File: src/logic/pcs_pkg.sv
// Shared constants for the program counter sequencer and its return stack
`default_nettype none
package pcs_pkg;

   // ****************************************************
   // Program counter widths per memory size
   // ****************************************************
   localparam int PC_W_512 = 9;                    // 512-word parts
   localparam int PC_W_1K  = 10;                   // 1K-word part
   localparam int PC_W_2K  = 11;                   // 2K-word part, also full stack width

   // ****************************************************
   // Vectors, held at full 11-bit width and cut to PC_W
   // ****************************************************
   localparam logic [10:0] RST_VEC_512 = 11'h1FF;  // Last word of 512-word memory
   localparam logic [10:0] RST_VEC_1K  = 11'h3FF;  // Last word of 1K-word memory
   localparam logic [10:0] RST_VEC_2K  = 11'h7FF;  // Last word of 2K-word memory
   localparam logic [10:0] HW_VEC      = 11'h008;  // Hardware interrupt entry
   localparam logic [10:0] SW_VEC      = 11'h002;  // Software interrupt entry

   // ****************************************************
   // Instruction word layout
   // ****************************************************
   localparam int          INSTR_W      = 13;      // One word per instruction
   localparam int          OPC_HI       = 12;      // Top of branch opcode field
   localparam int          OPC_LO       = 10;      // Bottom of branch opcode field
   localparam int          TGT_W        = 10;      // In-page target width
   localparam int          PAGE_BIT     = 2;       // Page select bit in the high buffer
   localparam logic [2:0]  OPC_CALL     = 3'h4;    // Subroutine call
   localparam logic [2:0]  OPC_JUMP     = 3'h5;    // Direct jump
   localparam logic [12:0] INSTR_RET    = 13'h0010;// Return from subroutine
   localparam logic [12:0] INSTR_RETI   = 13'h0011;// Return from interrupt
   localparam logic [12:0] INSTR_SWINT  = 13'h0012;// Software interrupt

   // ****************************************************
   // Stack and timing
   // ****************************************************
   localparam int STACK_DEPTH    = 5;                               // Return levels
   localparam int INSTR_CYC_NS   = 100;                             // Instruction cycle
   localparam int CLK_PERIOD_NS  = 5;                               // Core clock period
   localparam int INSTR_CYC_CLKS = INSTR_CYC_NS / CLK_PERIOD_NS;   // Clocks per cycle

   // Sequencer states, one-hot
   typedef enum logic [1:0] {
      SEQ_RUN   = 2'b01,                           // Executing the fetched word
      SEQ_FLUSH = 2'b10                            // Second cycle of a flow change
   } pcs_state_t;

endpackage
`default_nettype wire

File: src/logic/pcs_stack_if.sv
// Push, pop and data lines between the sequencer and its return stack
`timescale 1ns/100ps
`default_nettype none
interface pcs_stack_if #(parameter int W = 11);
   logic         push;       // Store push_data on top, one-cycle strobe
   logic         pop;        // Drop the top entry, one-cycle strobe
   logic [W-1:0] push_data;  // Return address to store
   logic [W-1:0] top_data;   // Most recently pushed entry

   modport seq   (output push, output pop, output push_data, input top_data);
   modport store (input push, input pop, input push_data, output top_data);
endinterface
`default_nettype wire

File: src/logic/pcs_stack.sv
// Circular hardware return-address stack
`timescale 1ns/100ps
`default_nettype none
module pcs_stack
   import pcs_pkg::*;
#(
   parameter int DEPTH = STACK_DEPTH,
   parameter int W     = PC_W_2K
) (
   input wire logic   core_clk,
   input wire logic   nrst,
   pcs_stack_if.store stk
);

   localparam int P_W = $clog2(DEPTH);
   localparam logic [P_W-1:0] P_LAST = P_W'(DEPTH - 1);
   localparam logic [P_W-1:0] P_ZERO = '0;

   logic [P_W-1:0] ptr_reg;             // Next free slot
   logic [P_W-1:0] ptr_next;
   logic [P_W-1:0] top_idx;             // Slot of the newest entry
   logic [W-1:0]   entry_reg [DEPTH];   // Stored return addresses

   // ****************************************************
   // Pointer movement
   // ****************************************************
   // Wrapping pointer: a sixth push lands on the oldest slot, see RL14
   always_comb begin
      ptr_next = ptr_reg;
      if (stk.push) begin
         ptr_next = (ptr_reg == P_LAST) ? P_ZERO : P_W'(ptr_reg + 1'b1);
      end else if (stk.pop) begin
         ptr_next = top_idx;
      end
   end

   assign top_idx      = (ptr_reg == P_ZERO) ? P_LAST : P_W'(ptr_reg - 1'b1);
   assign stk.top_data = entry_reg[top_idx];

   // Pointer register
   always_ff @(posedge core_clk or negedge nrst) begin
      if (!nrst) begin
         ptr_reg <= '0;
      end else begin
         ptr_ptr_update: ptr_reg <= ptr_next;
      end
   end

   // ****************************************************
   // Storage, five levels deep
   // ****************************************************
   // One write port per slot; no reset needed since pops of empty slots are undefined anyway
   for (genvar i = 0; i < DEPTH; i++) begin : g_slot
      always_ff @(posedge core_clk) begin
         if (stk.push && ptr_reg == P_W'(i)) begin
            entry_reg[i] <= stk.push_data;  // see RL10
         end
      end
   end
endmodule
`default_nettype wire

File: src/logic/pcs_sequencer.sv
// Program counter and instruction sequencer of the 8-bit controller core
//
// Behaviour
// RL1 - PC is 9, 10 or 11 bits
// RL2 - Reset loads last program memory address
// RL3 - Hardware interrupt jumps to 008h
// RL4 - Software interrupt instruction jumps to 002h
// RL5 - Call and jump carry 10-bit target
// RL6 - 2K part: PC bit 10 from buffer bit 2
// RL7 - Software sets page bit before call/jump
// RL8 - Returns restore full PC from stack
// RL9 - One cycle per instruction, branches take two
// RL10 - Five-level hardware return stack
// RL11 - Instructions are single 13-bit words
// RL12 - Low reset pin holds device in reset
// RL13 - RC mode: oscillator pin toggles per cycle
// RL14 - Push next address; overflow overwrites oldest
// RL15 - Otherwise PC increments and wraps
`timescale 1ns/100ps
`default_nettype none
module pcs_sequencer
   import pcs_pkg::*;
#(
   parameter int          PC_W     = PC_W_2K,        // see RL1
   parameter logic [10:0] RST_VEC  = RST_VEC_2K,     // Must match PC_W
   parameter int          CYC_CLKS = INSTR_CYC_CLKS  // Core clocks per instruction cycle
) (
   input  wire logic              core_clk,
   input  wire logic              nrst,
   input  wire logic              clk_en,
   input  wire logic              reset_n_pin,
   input  wire logic [INSTR_W-1:0] instr_word,
   input  wire logic [2:0]        pc_high_buffer,
   input  wire logic              irq_req,
   input  wire logic              rc_mode,
   output var  logic [PC_W-1:0]   prog_addr,
   output var  logic              flush_cycle,
   output var  logic              osc_out_pin
);

   // ****************************************************
   // Local constants
   // ****************************************************
   localparam int PH_W = $clog2(CYC_CLKS + 1);
   localparam logic [PH_W-1:0] PH_LAST = PH_W'(CYC_CLKS - 1);   // End of the cycle
   localparam logic [PH_W-1:0] PH_HALF = PH_W'(CYC_CLKS / 2);   // Clock output falls here
   localparam logic [PH_W-1:0] PH_ZERO = '0;
   localparam logic [PC_W-1:0] PC_RST  = PC_W'(RST_VEC);
   localparam logic [PC_W-1:0] PC_HW   = PC_W'(HW_VEC);
   localparam logic [PC_W-1:0] PC_SW   = PC_W'(SW_VEC);

   // ****************************************************
   // Declarations
   // ****************************************************
   logic [PC_W-1:0] pc_reg;       // Address being fetched
   logic [PC_W-1:0] pc_next;
   logic [PC_W-1:0] pc_inc;       // Address of the following word
   logic [PC_W-1:0] branch_tgt;   // Paged call or jump target
   logic [10:0]     tgt_full;     // Target before cutting to PC_W
   pcs_state_t      state_reg;    // Run or flush
   pcs_state_t      state_next;
   logic [PH_W-1:0] phase_reg;    // Position inside the instruction cycle
   logic [PH_W-1:0] phase_next;
   logic            osc_reg;      // RC-mode clock output
   logic            flush_reg;    // Dead-cycle flag, kept in its own flop for the port
   logic            boundary;     // Last clock of the instruction cycle
   logic            step;         // Cycle ends with the core out of reset
   logic            is_call;
   logic            is_jump;
   logic            is_ret;
   logic            is_swint;
   logic            push_c;
   logic            pop_c;

   pcs_stack_if #(.W(PC_W)) stk ();

   // ****************************************************
   // Return stack
   // ****************************************************
   pcs_stack #(
      .DEPTH (STACK_DEPTH),
      .W     (PC_W)
   ) u_stack (
      .core_clk (core_clk),
      .nrst     (nrst),
      .stk      (stk.store)
   );

   // ****************************************************
   // Decode
   // ****************************************************
   // The whole 13-bit word is one instruction, see RL11
   assign is_call  = (instr_word[OPC_HI:OPC_LO] == OPC_CALL);
   assign is_jump  = (instr_word[OPC_HI:OPC_LO] == OPC_JUMP);
   assign is_ret   = (instr_word == INSTR_RET) || (instr_word == INSTR_RETI);
   assign is_swint = (instr_word == INSTR_SWINT);

   // Only 10 target bits in the word; page bit supplied by software, see RL5 RL6 RL7
   assign tgt_full   = {pc_high_buffer[PAGE_BIT], instr_word[TGT_W-1:0]};
   assign branch_tgt = PC_W'(tgt_full);
   assign pc_inc     = PC_W'(pc_reg + 1'b1);

   assign boundary = (phase_reg == PH_LAST);
   assign step     = clk_en && reset_n_pin && boundary;

   // ****************************************************
   // Next program counter
   // ****************************************************
   // Interrupt beats the fetched word; the interrupted word runs after return
   always_comb begin
      pc_next    = pc_inc;          // see RL15
      state_next = SEQ_RUN;
      push_c     = 1'b0;
      pop_c      = 1'b0;
      case (state_reg)
         SEQ_FLUSH: begin
            // Dead cycle: hold the new target so it executes next, see RL9
            pc_next = pc_reg;
         end
         default: begin
            if (irq_req) begin
               push_c     = 1'b1;       // see RL14
               pc_next    = PC_HW;      // see RL3
               state_next = SEQ_FLUSH;
            end else if (is_call) begin
               push_c     = 1'b1;       // see RL14
               pc_next    = branch_tgt; // see RL6
               state_next = SEQ_FLUSH;
            end else if (is_jump) begin
               pc_next    = branch_tgt; // see RL5
               state_next = SEQ_FLUSH;
            end else if (is_ret) begin
               pop_c      = 1'b1;
               pc_next    = stk.top_data; // see RL8
               state_next = SEQ_FLUSH;
            end else if (is_swint) begin
               push_c     = 1'b1;
               pc_next    = PC_SW;      // see RL4
               state_next = SEQ_FLUSH;
            end
         end
      endcase
   end

   // Return address is the interrupted word itself, or the word after a call or software interrupt
   assign stk.push_data = irq_req ? pc_reg : pc_inc;
   assign stk.push      = step && push_c;
   assign stk.pop       = step && pop_c;

   // ****************************************************
   // Program counter and state
   // ****************************************************
   // A low reset pin acts on any enabled clock, not only at cycle ends
   always_ff @(posedge core_clk or negedge nrst) begin
      if (!nrst) begin
         pc_reg    <= PC_RST;           // see RL2
         state_reg <= SEQ_RUN;
         flush_reg <= 1'b0;
      end else if (clk_en) begin
         if (!reset_n_pin) begin
            pc_reg    <= PC_RST;        // see RL12
            state_reg <= SEQ_RUN;
            flush_reg <= 1'b0;
         end else if (boundary) begin
            pc_reg    <= pc_next;
            state_reg <= state_next;
            // Registered here so the port has no decode logic behind it, see RL9
            flush_reg <= (state_next == SEQ_FLUSH);
         end
      end
   end

   // ****************************************************
   // Cycle phase and clock output
   // ****************************************************
   always_comb begin
      phase_next = boundary ? PH_ZERO : PH_W'(phase_reg + 1'b1);
      if (!reset_n_pin) begin
         phase_next = PH_ZERO;
      end
   end

   // Square wave at the instruction rate, high in the first half; idle low otherwise
   always_ff @(posedge core_clk or negedge nrst) begin
      if (!nrst) begin
         phase_reg <= '0;
         osc_reg   <= 1'b0;
      end else if (clk_en) begin
         phase_reg <= phase_next;
         osc_reg   <= rc_mode && (phase_next < PH_HALF); // see RL13
      end
   end

   assign prog_addr   = pc_reg;
   assign flush_cycle = flush_reg;
   assign osc_out_pin = osc_reg;
endmodule
`default_nettype wire

File: config.mk
export PLATFORM = sky130hd
export DESIGN_NAME = pcs_sequencer
export DESIGN_NICKNAME = d
export VERILOG_FILES = /design/src/logic/pcs_pkg.sv /design/src/logic/pcs_stack_if.sv /design/src/logic/pcs_stack.sv /design/src/logic/pcs_sequencer.sv
export SDC_FILE = /design/constraint.sdc
export NUM_CORES = 1
export LEC_CHECK = 0
export BUFFER_PORTS_ARGS = -buffer_cell sky130_fd_sc_hd__buf_2
export CAP_MARGIN = 5
export CORE_ASPECT_RATIO = 0.7
export CORE_MARGIN = 2
export CORE_UTILIZATION = 54
export CTS_CLUSTER_DIAMETER = 100
export DETAILED_ROUTE_END_ITERATION = 16
export PLACE_DENSITY = 0.74
export SYNTH_ARGS = -nofsm -noshare
export SYNTH_HDL_FRONTEND = slang
export SYNTH_SLANG_ARGS = --single-unit
File: constraint.sdc
create_clock -name core_clk -period 3 [get_ports core_clk]
set_clock_uncertainty 0.2 [all_clocks]
set_input_delay 0.3 -clock core_clk [delete_from_list [all_inputs] [get_ports core_clk]]
set_output_delay 0.3 -clock core_clk [all_outputs]
set_load 0.005 [all_outputs]
==> flow_metrics.tcl, run 1 <==
set metrics [dict create \
    status "finished, final reports clean" \
    synth.largest_area_cell "edfxtp_1" \
    drv_cap 0 \
    die_area_um2 8370 \
    synthTopCellsByArea "edfxtp_1 (40%), dfstp_2 (7.6%), dfrtp_1 (6.1%), o21ai_0 (3.9%), nand3_1 (3.4%)" \
    reg2reg_depth 7 \
    start_util_pct 56.1 \
    dpl-instance-area_um2 4440 \
    holdPathEnd "prog_addr[3]" \
    power.density_nw_per_um2 453 \
    hold_path_depth 3 \
    r2r_slack_ns 0.43 \
    startpoint "u_stack.ptr_reg[1]" \
    grt_pass1_vias 2890 \
    slew_viol_final 0 \
    cts_hold_buf 2 \
    via_per_inst 6.21 \
    grt_max_degree 28 \
    cts-resized-gates 0 \
    syn_area_um2 4130 \
    core_um2 7350 \
    cts_tree "done" \
    max_stage_delay_ns 0.58 \
    vias 3266 \
    crit-reg2reg-launch "u_stack.ptr_reg[1]" \
    crit_fanout 11 \
    antenna_left 0 \
    hpwl_mm 7.21 \
    portBuffers 32 \
    grt_first_pass_wirelength_mm 15.3 \
    drt_iter0_drc 303 \
    synth_common_cells "edfxtp_1 (55), nor2_1 (32), o21ai_0 (32), nand3_1 (28), nand2_1 (21)" \
    yosys.cell_types.count 63 \
    fmax_mhz 390 \
    wirelength_mm 9.94 \
    cts_buffers 9 \
    antenna_found_initial 0 \
    fin_nets 453 \
    endpoint_kind "register" \
    r2r-end "prog_addr[10]" \
    h-tree-depth 3 \
    startpoint_type "register" \
    crit_slowest_cell "nor2_1" \
    worstPathCellList "inv_1 -> ha_1 -> and2_1 -> nor2_1 -> a2111oi_0 -> a2111o_1 -> a31oi_1" \
    postCtsSetupRepairBufs 0 \
    slew_headroom_pct 51.1 \
    place_ws_ns 0.470 \
    die_w_um 109 \
    num_rows 26 \
    synth_nets 412 \
    area.growth.synth_to_final_pct 12.7 \
    hp-start "instr_word[3]" \
    clock_latency_ns 0.36 \
    pin_count 35 \
    grt.total_usage_pct 24.6 \
    largest_reg_flops 55 \
    fin_ws_ns 0.435 \
    wire_per_inst_um 18.9 \
    fin_crit_sh_pct 85.5 \
    ys_warn_count 0 \
    p_leak_nw 1.70 \
    stdcell_area_um2 4650 \
    n_antenna_cell 0 \
    fill_cells 601 \
    path_clk_slew_ns 0.09 \
    synthArstFlopShare_pct 28.6 \
    ir_drop_mv 0.317 \
    firstDrtPassIters 5 \
    avgSynthCellArea_um2 10.8 \
    clock-sinks 77 \
    cts_max_path_buffers 2 \
    finalHoldViolations 0 \
    drcViolationCount 0 \
    rsz0062_at_grt "no" \
    die_h_um 77.2 \
    synth_top_area_share_pct 40.0 \
    worstSetupPathType "reg2reg" \
    synth_seq_area_share_pct 53.7 \
    cts-root-buf "clkbuf_8" \
    required_ns 3.08 \
    drive_above_1_share_pct 20.8 \
    gp_congestion 0.929 \
    setup_tns_ns 0 \
    worst-slew-pin-transition_ns 0.724 \
    synth-edff-count 55 \
    postSynthCellCount 382 \
    ys_ff_latch 77 \
    grt_overflow 0 \
    hp-class "in2reg" \
    finalCriticalPeriod_ns 2.57 \
    final-setup-viol-count 0 \
    synthFlopType "edfxtp_1" \
    cp.arrival_ns 2.65 \
    yosysMostFrequentCell "edfxtp_1" \
    hold_slack_ns 0.106 \
]
## placed cells by master, fill, tap and decap left out, types with 2 or more instances in the layout
cell,n
mux2i_1,5
nand2b_1,3
o32ai_1,2
nor3b_1,2
o21a_1,2
xnor2_1,8
and4_1,2
clkbuf_8,9
nand2_1,21
a211o_1,2
o21ai_0,32
buf_2,32
nand4_1,5
clkinv_4,2
dfrtp_1,10
nor2b_1,8
mux2_2,7
o22ai_1,3
ha_1,8
xor2_1,13
a221oi_1,2
dlygate4sd3_1,2
nor2_1,32
a2111oi_0,5
a211oi_1,6
and3_1,4
a21oi_1,18
edfxtp_1,55
a311oi_1,2
o31ai_1,5
nor4_1,3
inv_1,8
and2_1,11
o211ai_1,4
nand3_1,28
dfstp_2,12
buf_4,16
nor3_1,9
inv_8,3
## metrics by stage
step	util, %	std cells	total power [W]
after global routing	63.3	526	0.00218
after detailed placement	60.4	508	0.00137
after floorplan	-	382	0.00130
after global placement	60.4	508	0.00137
after CTS	63.3	526	0.00212
final	63.3	526	0.00211
## cell families (layout without fill, tap and decap cells)
kind of cell             count (synthesis)  in the layout  synth area share [%]
buffers and inverters                   28             74                  2.82
AND/OR/NAND/NOR                        141            141                  18.5
XOR/XNOR                                21             21                  4.46
AO/OA/AOI/OAI                           95             95                  14.9
multiplexers                            12             12                  3.12
flip-flops                              77             77                  53.7
adder cells (fa/ha/maj)                  8              8                  2.43
## area by class of cell
type | instances | area (µm²) | share of cell area (%)
Tap cell | 98 | 123 | 2.64
Inverter | 8 | 30.0 | 0.645
Multi-Input combinational cell | 277 | 1790 | 38.6
Clock buffer | 9 | 124 | 2.66
Timing Repair Buffer | 50 | 300 | 6.45
Sequential cell | 77 | 2220 | 47.6
Clock inverter | 7 | 65.1 | 1.40
## critical path: cells and delay by family, from the launching register on
family          cells  cell delay, ns
compound gates      3            0.77
fa+ha+maj           1            0.26
buf+inv             1            0.10
flops               1            0.40
simple gates        2            0.76
## layer usage
| metal | vias up | GRT usage, % | share of wire (%) |
|---|---|---|---|
| li1 | 1520 | - | - |
| met3 | 11 | 4.59 | 8.4 |
| met1 | 1569 | 37.8 | 46 |
| met4 | 0 | 7.18 | 0.67 |
| met5 | - | 0 | 0 |
| met2 | 166 | 35.5 | 45 |
## power by group
group          internal [W]  total (W)  switching, W
combinational     0.0000693   0.000189      0.000119
sequential          0.00116    0.00117     0.0000107
clock              0.000322   0.000752      0.000431
## how the worst max path moves through the flow
| stage | slack, ns | end | depth (start not counted) |
|---|---|---|---|
| after floorplan | 0.19 | prog_addr[9] | 9 |
| after global placement | 0.50 | prog_addr[10] | 7 |
| after detailed placement | 0.47 | u_stack.entry_reg[2][6] | 6 |
| after CTS | 0.44 | prog_addr[10] | 7 |
| after global routing | 0.26 | prog_addr[10] | 7 |
| final | 0.43 | prog_addr[10] | 7 |
(Power assumes the default switching activity.)
==> run 2: changes to the inputs <==
--- a/config.mk
+++ b/config.mk
@@ -5,6 +5,7 @@
 export SDC_FILE = /design/constraint.sdc
 export NUM_CORES = 1
 export LEC_CHECK = 0
+export ABC_AREA = 1
 export BUFFER_PORTS_ARGS = -buffer_cell sky130_fd_sc_hd__buf_2
 export CAP_MARGIN = 5
 export CORE_ASPECT_RATIO = 0.7
@@ -13,6 +14,7 @@
 export CTS_CLUSTER_DIAMETER = 100
 export DETAILED_ROUTE_END_ITERATION = 16
 export PLACE_DENSITY = 0.74
+export SKIP_LAST_GASP = 1
 export SYNTH_ARGS = -nofsm -noshare
 export SYNTH_HDL_FRONTEND = slang
 export SYNTH_SLANG_ARGS = --single-unit
==> flow_metrics.tcl, run 2 <==
set metrics [dict create \
    status "finished, final reports clean" \
    synth_top_area_share_pct 39.3 \
    num_rows 26 \
    endpoint_kind "register" \
    crit_slowest_cell "dfrtp_1" \
    finalNonFillerCells 620 \
    hp-start "rc_mode" \
    postSynthCellCount 483 \
    vias 3303 \
    fmax_mhz 405 \
    clock_latency_ns 0.35 \
    drive_above_1_share_pct 16.1 \
    yosys.cell_types.count 35 \
    drt_iter0_drc 239 \
    crit-reg2reg-launch "u_stack.ptr_reg[1]" \
    wirelength_mm 9.34 \
    hp-class "in2reg" \
    worstSetupPathType "reg2reg" \
    drv_cap 0 \
    via_per_inst 5.33 \
    p_leak_nw 2.15 \
    ys_warn_count 0 \
    final_common_cell "nand2_1" \
    syn_area_um2 4200 \
    ys_ff_latch 77 \
    wire_per_inst_um 15.1 \
    cts_tree "done" \
    core_um2 7420 \
    portBuffers 32 \
    grt_max_degree 26 \
    postCtsSetupRepairBufs 0 \
    rsz0062_at_grt "no" \
    synth_seq_area_share_pct 52.8 \
    setup_tns_ns 0 \
    place_inst 604 \
    cts_buffers 9 \
    grt_first_pass_wirelength_mm 15.4 \
    slew_viol_final 0 \
    path_clk_slew_ns 0.07 \
    die_area_um2 8510 \
    final-setup-viol-count 0 \
    p_clk_share_pct 33.6 \
    comb_power_share_pct 17.3 \
    antenna_left 0 \
    worst-slew-pin-transition_ns 1.06 \
    h-tree-depth 3 \
    synthArstFlopShare_pct 28.6 \
    cp.arrival_ns 2.55 \
    hpwl_mm 6.41 \
    grt_pass1_vias 3098 \
    required_ns 3.08 \
    internal_power_w 0.00179 \
    fill_cells 633 \
    most-common-layout-cells "nand2_1 (147), inv_1 (56), edfxtp_1 (55), nand3_1 (52), nor2_1 (38)" \
    drcViolationCount 0 \
    synth_nets 513 \
    grt.total_usage_pct 23.8 \
    grt_overflow 0 \
    dpl-instance-area_um2 4430 \
    fin_crit_sh_pct 82.3 \
    die_h_um 77.8 \
    synth_common_cells "nand2_1 (147), inv_1 (56), edfxtp_1 (55), nand3_1 (52), nor2_1 (38)" \
    max_stage_delay_ns 0.44 \
    start_util_pct 56.6 \
    antenna_found_initial 0 \
    power.share.switching_pct 27.6 \
    slew_headroom_pct 29.1 \
    net-switching-power_w 0.000683 \
    synthTopCellsByArea "edfxtp_1 (39%), nand2_1 (13%), dfstp_2 (7.5%), nand3_1 (6.2%), dfrtp_1 (6.0%)" \
    seqPwrFrac_pct 49.1 \
    die_w_um 109 \
    largest_reg_flops 55 \
    crit_fanout 13 \
    firstDrtPassIters 5 \
    area.growth.synth_to_final_pct 10.7 \
    pin_count 35 \
    final_util_pct 62.7 \
    power.density_nw_per_um2 532 \
    fin_nets 548 \
    n_antenna_cell 0 \
    avgSynthCellArea_um2 8.69 \
    finalHoldViolations 0 \
    worstPathCellList "inv_1 -> ha_1 -> inv_1 -> nand2_1 -> nand2_2 -> inv_1 -> nand3_1 -> nand3_1 -> nand2_1 -> nand3_1 -> nand2_1 -> a21boi_1" \
    synth.largest_area_cell "edfxtp_1" \
    synth-edff-count 55 \
    clock-sinks 77 \
    startpoint_type "register" \
    synthFlopType "edfxtp_1" \
    stdcell_area_um2 4650 \
    cts-resized-gates 0 \
    yosysMostFrequentCell "nand2_1" \
    hold_slack_ns 0.0281 \
    ir_drop_mv 0.407 \
    startpoint "u_stack.ptr_reg[1]" \
    cts_max_path_buffers 2 \
    finalCriticalPeriod_ns 2.47 \
    gp_congestion 0.929 \
    cts_hold_buf 1 \
    cts-root-buf "clkbuf_8" \
]
-- run 2: routing by layer --
| layer | vias to the layer above | track usage [%] | routed length, µm |
|---|---|---|---|
| li1 | 1642 | - | - |
| met5 | - | 0 | 0 |
| met3 | 4 | 6.97 | 520 |
| met2 | 84 | 37.7 | 4360 |
| met1 | 1573 | 33.3 | 4430 |
| met4 | 0 | 3.42 | 26 |
-- run 2: cell type report --
type	count	area [µm²]	area share, %
Clock inverter	5	76.3	1.64
Inverter	58	218	4.68
Sequential cell	77	2220	47.7
Tap cell	98	123	2.64
Multi-Input combinational cell	330	1650	35.5
Timing Repair Buffer	42	238	5.11
Clock buffer	10	128	2.75
-- run 2: logic make-up after synthesis --
family,after synthesis,synth area share [%]
buffers and inverters,76,7.93
adder cells (fa/ha/maj),8,2.38
XOR/XNOR,6,1.25
AND/OR/NAND/NOR,266,28.4
flip-flops,77,52.8
AO/OA/AOI/OAI,50,7.27
-- run 2: final timing paths --
path | end | slack, ns | cells after the start
min in group asynchronous | phase_reg[0] | 0.27 | 2
setup reg to reg | prog_addr[9] | 0.53 | 12
setup / recovery | prog_addr[9] | 0.53 | 12
hold reg to reg | state_reg[0] | 0.28 | 2
max in group asynchronous | prog_addr[10] | 1.97 | 2
hold / removal | osc_out_pin | 0.03 | 3
-- run 2: critical path: cells and delay by family (launching register included) --
| family | cells | cell delay (ns) |
|---|---|---|
| fa+ha+maj | 1 | 0.28 |
| buf+inv | 3 | 0.62 |
| compound gates | 1 | 0.12 |
| simple gates | 7 | 0.73 |
| flops | 1 | 0.44 |
-- run 2: power groups by stage --
stage	clock network [W]	registers, W	logic [W]
finish	0.000832	0.00121	0.000428
global route	0.000890	0.00122	0.000491
global placement	0	0.00123	0.000408
detailed placement	0	0.00123	0.000423
floorplan	0	0.00123	0.000327
CTS	0.000843	0.00121	0.000428
-- run 2: through the flow --
step	setup WS [ns]	power [W]
2_1_floorplan	0.645	0.00156
3_3_place_gp	0.623	0.00164
3_5_place_dp	0.528	0.00166
4_1_cts	0.499	0.00248
5_1_grt	0.325	0.00260
6_report	0.531	0.00247
==> run 3: changes to the inputs <==
--- a/config.mk
+++ b/config.mk
@@ -5,15 +5,15 @@
 export SDC_FILE = /design/constraint.sdc
 export NUM_CORES = 1
 export LEC_CHECK = 0
-export ABC_AREA = 1
+export ABC_AREA = 0
 export BUFFER_PORTS_ARGS = -buffer_cell sky130_fd_sc_hd__buf_2
 export CAP_MARGIN = 5
 export CORE_ASPECT_RATIO = 0.7
 export CORE_MARGIN = 2
-export CORE_UTILIZATION = 54
+export CORE_UTILIZATION = 55
 export CTS_CLUSTER_DIAMETER = 100
 export DETAILED_ROUTE_END_ITERATION = 16
-export PLACE_DENSITY = 0.74
+export PLACE_DENSITY = 0.72
 export SKIP_LAST_GASP = 1
 export SYNTH_ARGS = -nofsm -noshare
 export SYNTH_HDL_FRONTEND = slang
==> constraint.sdc (replaced) <==
create_clock -name core_clk -period 2.58 [get_ports core_clk]
set_clock_uncertainty 0.2 [all_clocks]
set_input_delay 0.258 -clock core_clk [delete_from_list [all_inputs] [get_ports core_clk]]
set_output_delay 0.258 -clock core_clk [all_outputs]
set_load 0.005 [all_outputs]
==> flow_metrics.tcl, run 3 (same netlist as run 1, synthesis figures left out) <==
set metrics [dict create \
    start_util_pct 56.6 \
    crit_end "u_stack.ptr_reg[2]" \
    crit_slowest_cell "or3_4" \
    drive_above_1_share_pct 23.9 \
    drv_cap 0 \
    clock-sinks 77 \
    reg2reg_depth 6 \
    wire_per_inst_um 18.8 \
    fill_cells 538 \
    cts_buffers 9 \
    cts-root-buf "clkbuf_8" \
    stdcell_area_um2 4830 \
    place_inst 519 \
    gp_congestion 0.942 \
    final-setup-viol-count 0 \
    grt_pass1_vias 3121 \
    area.growth.synth_to_final_pct 16.9 \
    startpoint "phase_reg[0]" \
    p_total_w 0.00261 \
    fin_nets 464 \
    hp-start "instr_word[6]" \
    finalNonFillerCells 537 \
    via_per_inst 6.14 \
    crit-reg2reg-launch "phase_reg[0]" \
    num_rows 26 \
    grt_first_pass_wirelength_mm 16.1 \
    r2r-end "u_stack.ptr_reg[2]" \
    final_common_cell "edfxtp_1" \
    die_w_um 108 \
    fmax_mhz 408 \
    cts_max_path_buffers 2 \
    portBuffers 32 \
    clock_latency_ns 0.36 \
    n_antenna_cell 0 \
    core_um2 7290 \
    pin_count 35 \
    worst-slew-pin-transition_ns 0.675 \
    power.density_nw_per_um2 540 \
    fin_crit_sh_pct 95.1 \
    drt_iter0_drc 398 \
    firstDrtPassIters 5 \
    r2r_slack_ns 0.13 \
    endpoint_kind "register" \
    cp.arrival_ns 2.50 \
    startpoint_type "register" \
    status "finished, final reports clean" \
    wirelength_mm 10.1 \
    p_leak_nw 1.77 \
    finalCriticalPeriod_ns 2.45 \
    hp-class "in2reg" \
    postCtsSetupRepairBufs 0 \
    antenna_found_initial 0 \
    hold_slack_ns 0.0675 \
    drcViolationCount 0 \
    die_area_um2 8230 \
    largest_reg_flops 55 \
    h-tree-depth 3 \
    crit_fanout 7 \
    ir_drop_mv 0.344 \
    slew_headroom_pct 54.8 \
    grt_max_degree 28 \
    die_h_um 76.5 \
    worstPathCellList "ha_2 -> nand4bb_4 -> or3_4 -> nor4_4 -> nor2_2 -> a221o_1" \
    finalHoldViolations 0 \
    grt.total_usage_pct 25.7 \
    required_ns 2.62 \
    cts_tree "done" \
    antenna_left 0 \
    grt_overflow 0 \
    dpl-instance-area_um2 4570 \
    most-common-layout-cells "edfxtp_1 (55), o21ai_0 (32), buf_2 (32), nor2_1 (30), nand3_1 (28)" \
    vias 3296 \
    hpwl_mm 7.34 \
    max_stage_delay_ns 0.46 \
    slew_viol_final 0 \
    rsz0062_at_grt "no" \
    worstSetupPathType "reg2reg" \
    path_clk_slew_ns 0.09 \
]
[run 3: cell types whose count changed in the layout (fill, tap and decap cells not counted), sizes merged, moves of 10 or more]
cell and change:
buf +18, nand2 -130, and2 +12, nand3 -25, inv -48, a21oi +10
[run 3: power breakdown]
| group | leakage [nW] | total [W] | internal [W] | switching, W |
|---|---|---|---|---|
| logic | 0.904 | 0.000229 | 0.0000891 | 0.000140 |
| clock network | 0.108 | 0.00102 | 0.000550 | 0.000471 |
| registers | 0.755 | 0.00136 | 0.00134 | 0.0000119 |
[run 3: area by class of cell]
class | instances | area (µm²) | share of cell area, %
Clock inverter | 7 | 97.6 | 2.02
Tap cell | 98 | 123 | 2.54
Inverter | 8 | 30.0 | 0.622
Sequential cell | 77 | 2220 | 45.9
Timing Repair Buffer | 61 | 420 | 8.71
Clock buffer | 9 | 124 | 2.57
Multi-Input combinational cell | 277 | 1820 | 37.6
[run 3: worst min-delay path by stage]
stage	endpoint	slack, ns	cells after the start
CTS	prog_addr[3]	0.04	3
global placement	phase_reg[3]	0.06	1
global route	prog_addr[3]	0.07	3
floorplan	osc_out_pin	-0.24	0
detailed placement	phase_reg[3]	0.07	1
finish	prog_addr[6]	0.07	5
[run 3: stage by stage]
stage / TNS, ns / util [%] / worst slack, ns
finish: 0 / 66.2 / 0.127
global route: 0 / 66.2 / 0.0321
CTS: 0 / 66.0 / 0.00428
detailed placement: -0.00935 / 62.7 / -0.00935
global placement: 0 / 62.7 / 0.0980
floorplan: 0 / - / 0.00684
[run 3: per-layer routing]
| layer | up-vias | global-route usage (%) | share of wire (%) | wire [µm] |
|---|---|---|---|---|
| met4 | 0 | 8.46 | 1.7 | 171 |
| met1 | 1601 | 39.0 | 46 | 4640 |
| met3 | 17 | 6.42 | 8.2 | 827 |
| li1 | 1538 | - | - | - |
| met2 | 140 | 35.9 | 44 | 4470 |
| met5 | - | 0 | 0 | 0 |
[run 3: worst max-delay path, delay by kind of cell, from the launching register on]
kind,cells,cell delay [ns]
flip-flops,1,0.39
AND/OR/NAND/NOR,4,1.11
AO/OA/AOI/OAI,1,0.36
adder cells (fa/ha/maj),1,0.28
[run 3: repair_timing]
item / in CTS / in global routing
gates resized for setup: 0 / 4
setup endpoints to repair: 0 / 58
hold endpoints to repair: 11 / 0
hold buffers: 2 / 0
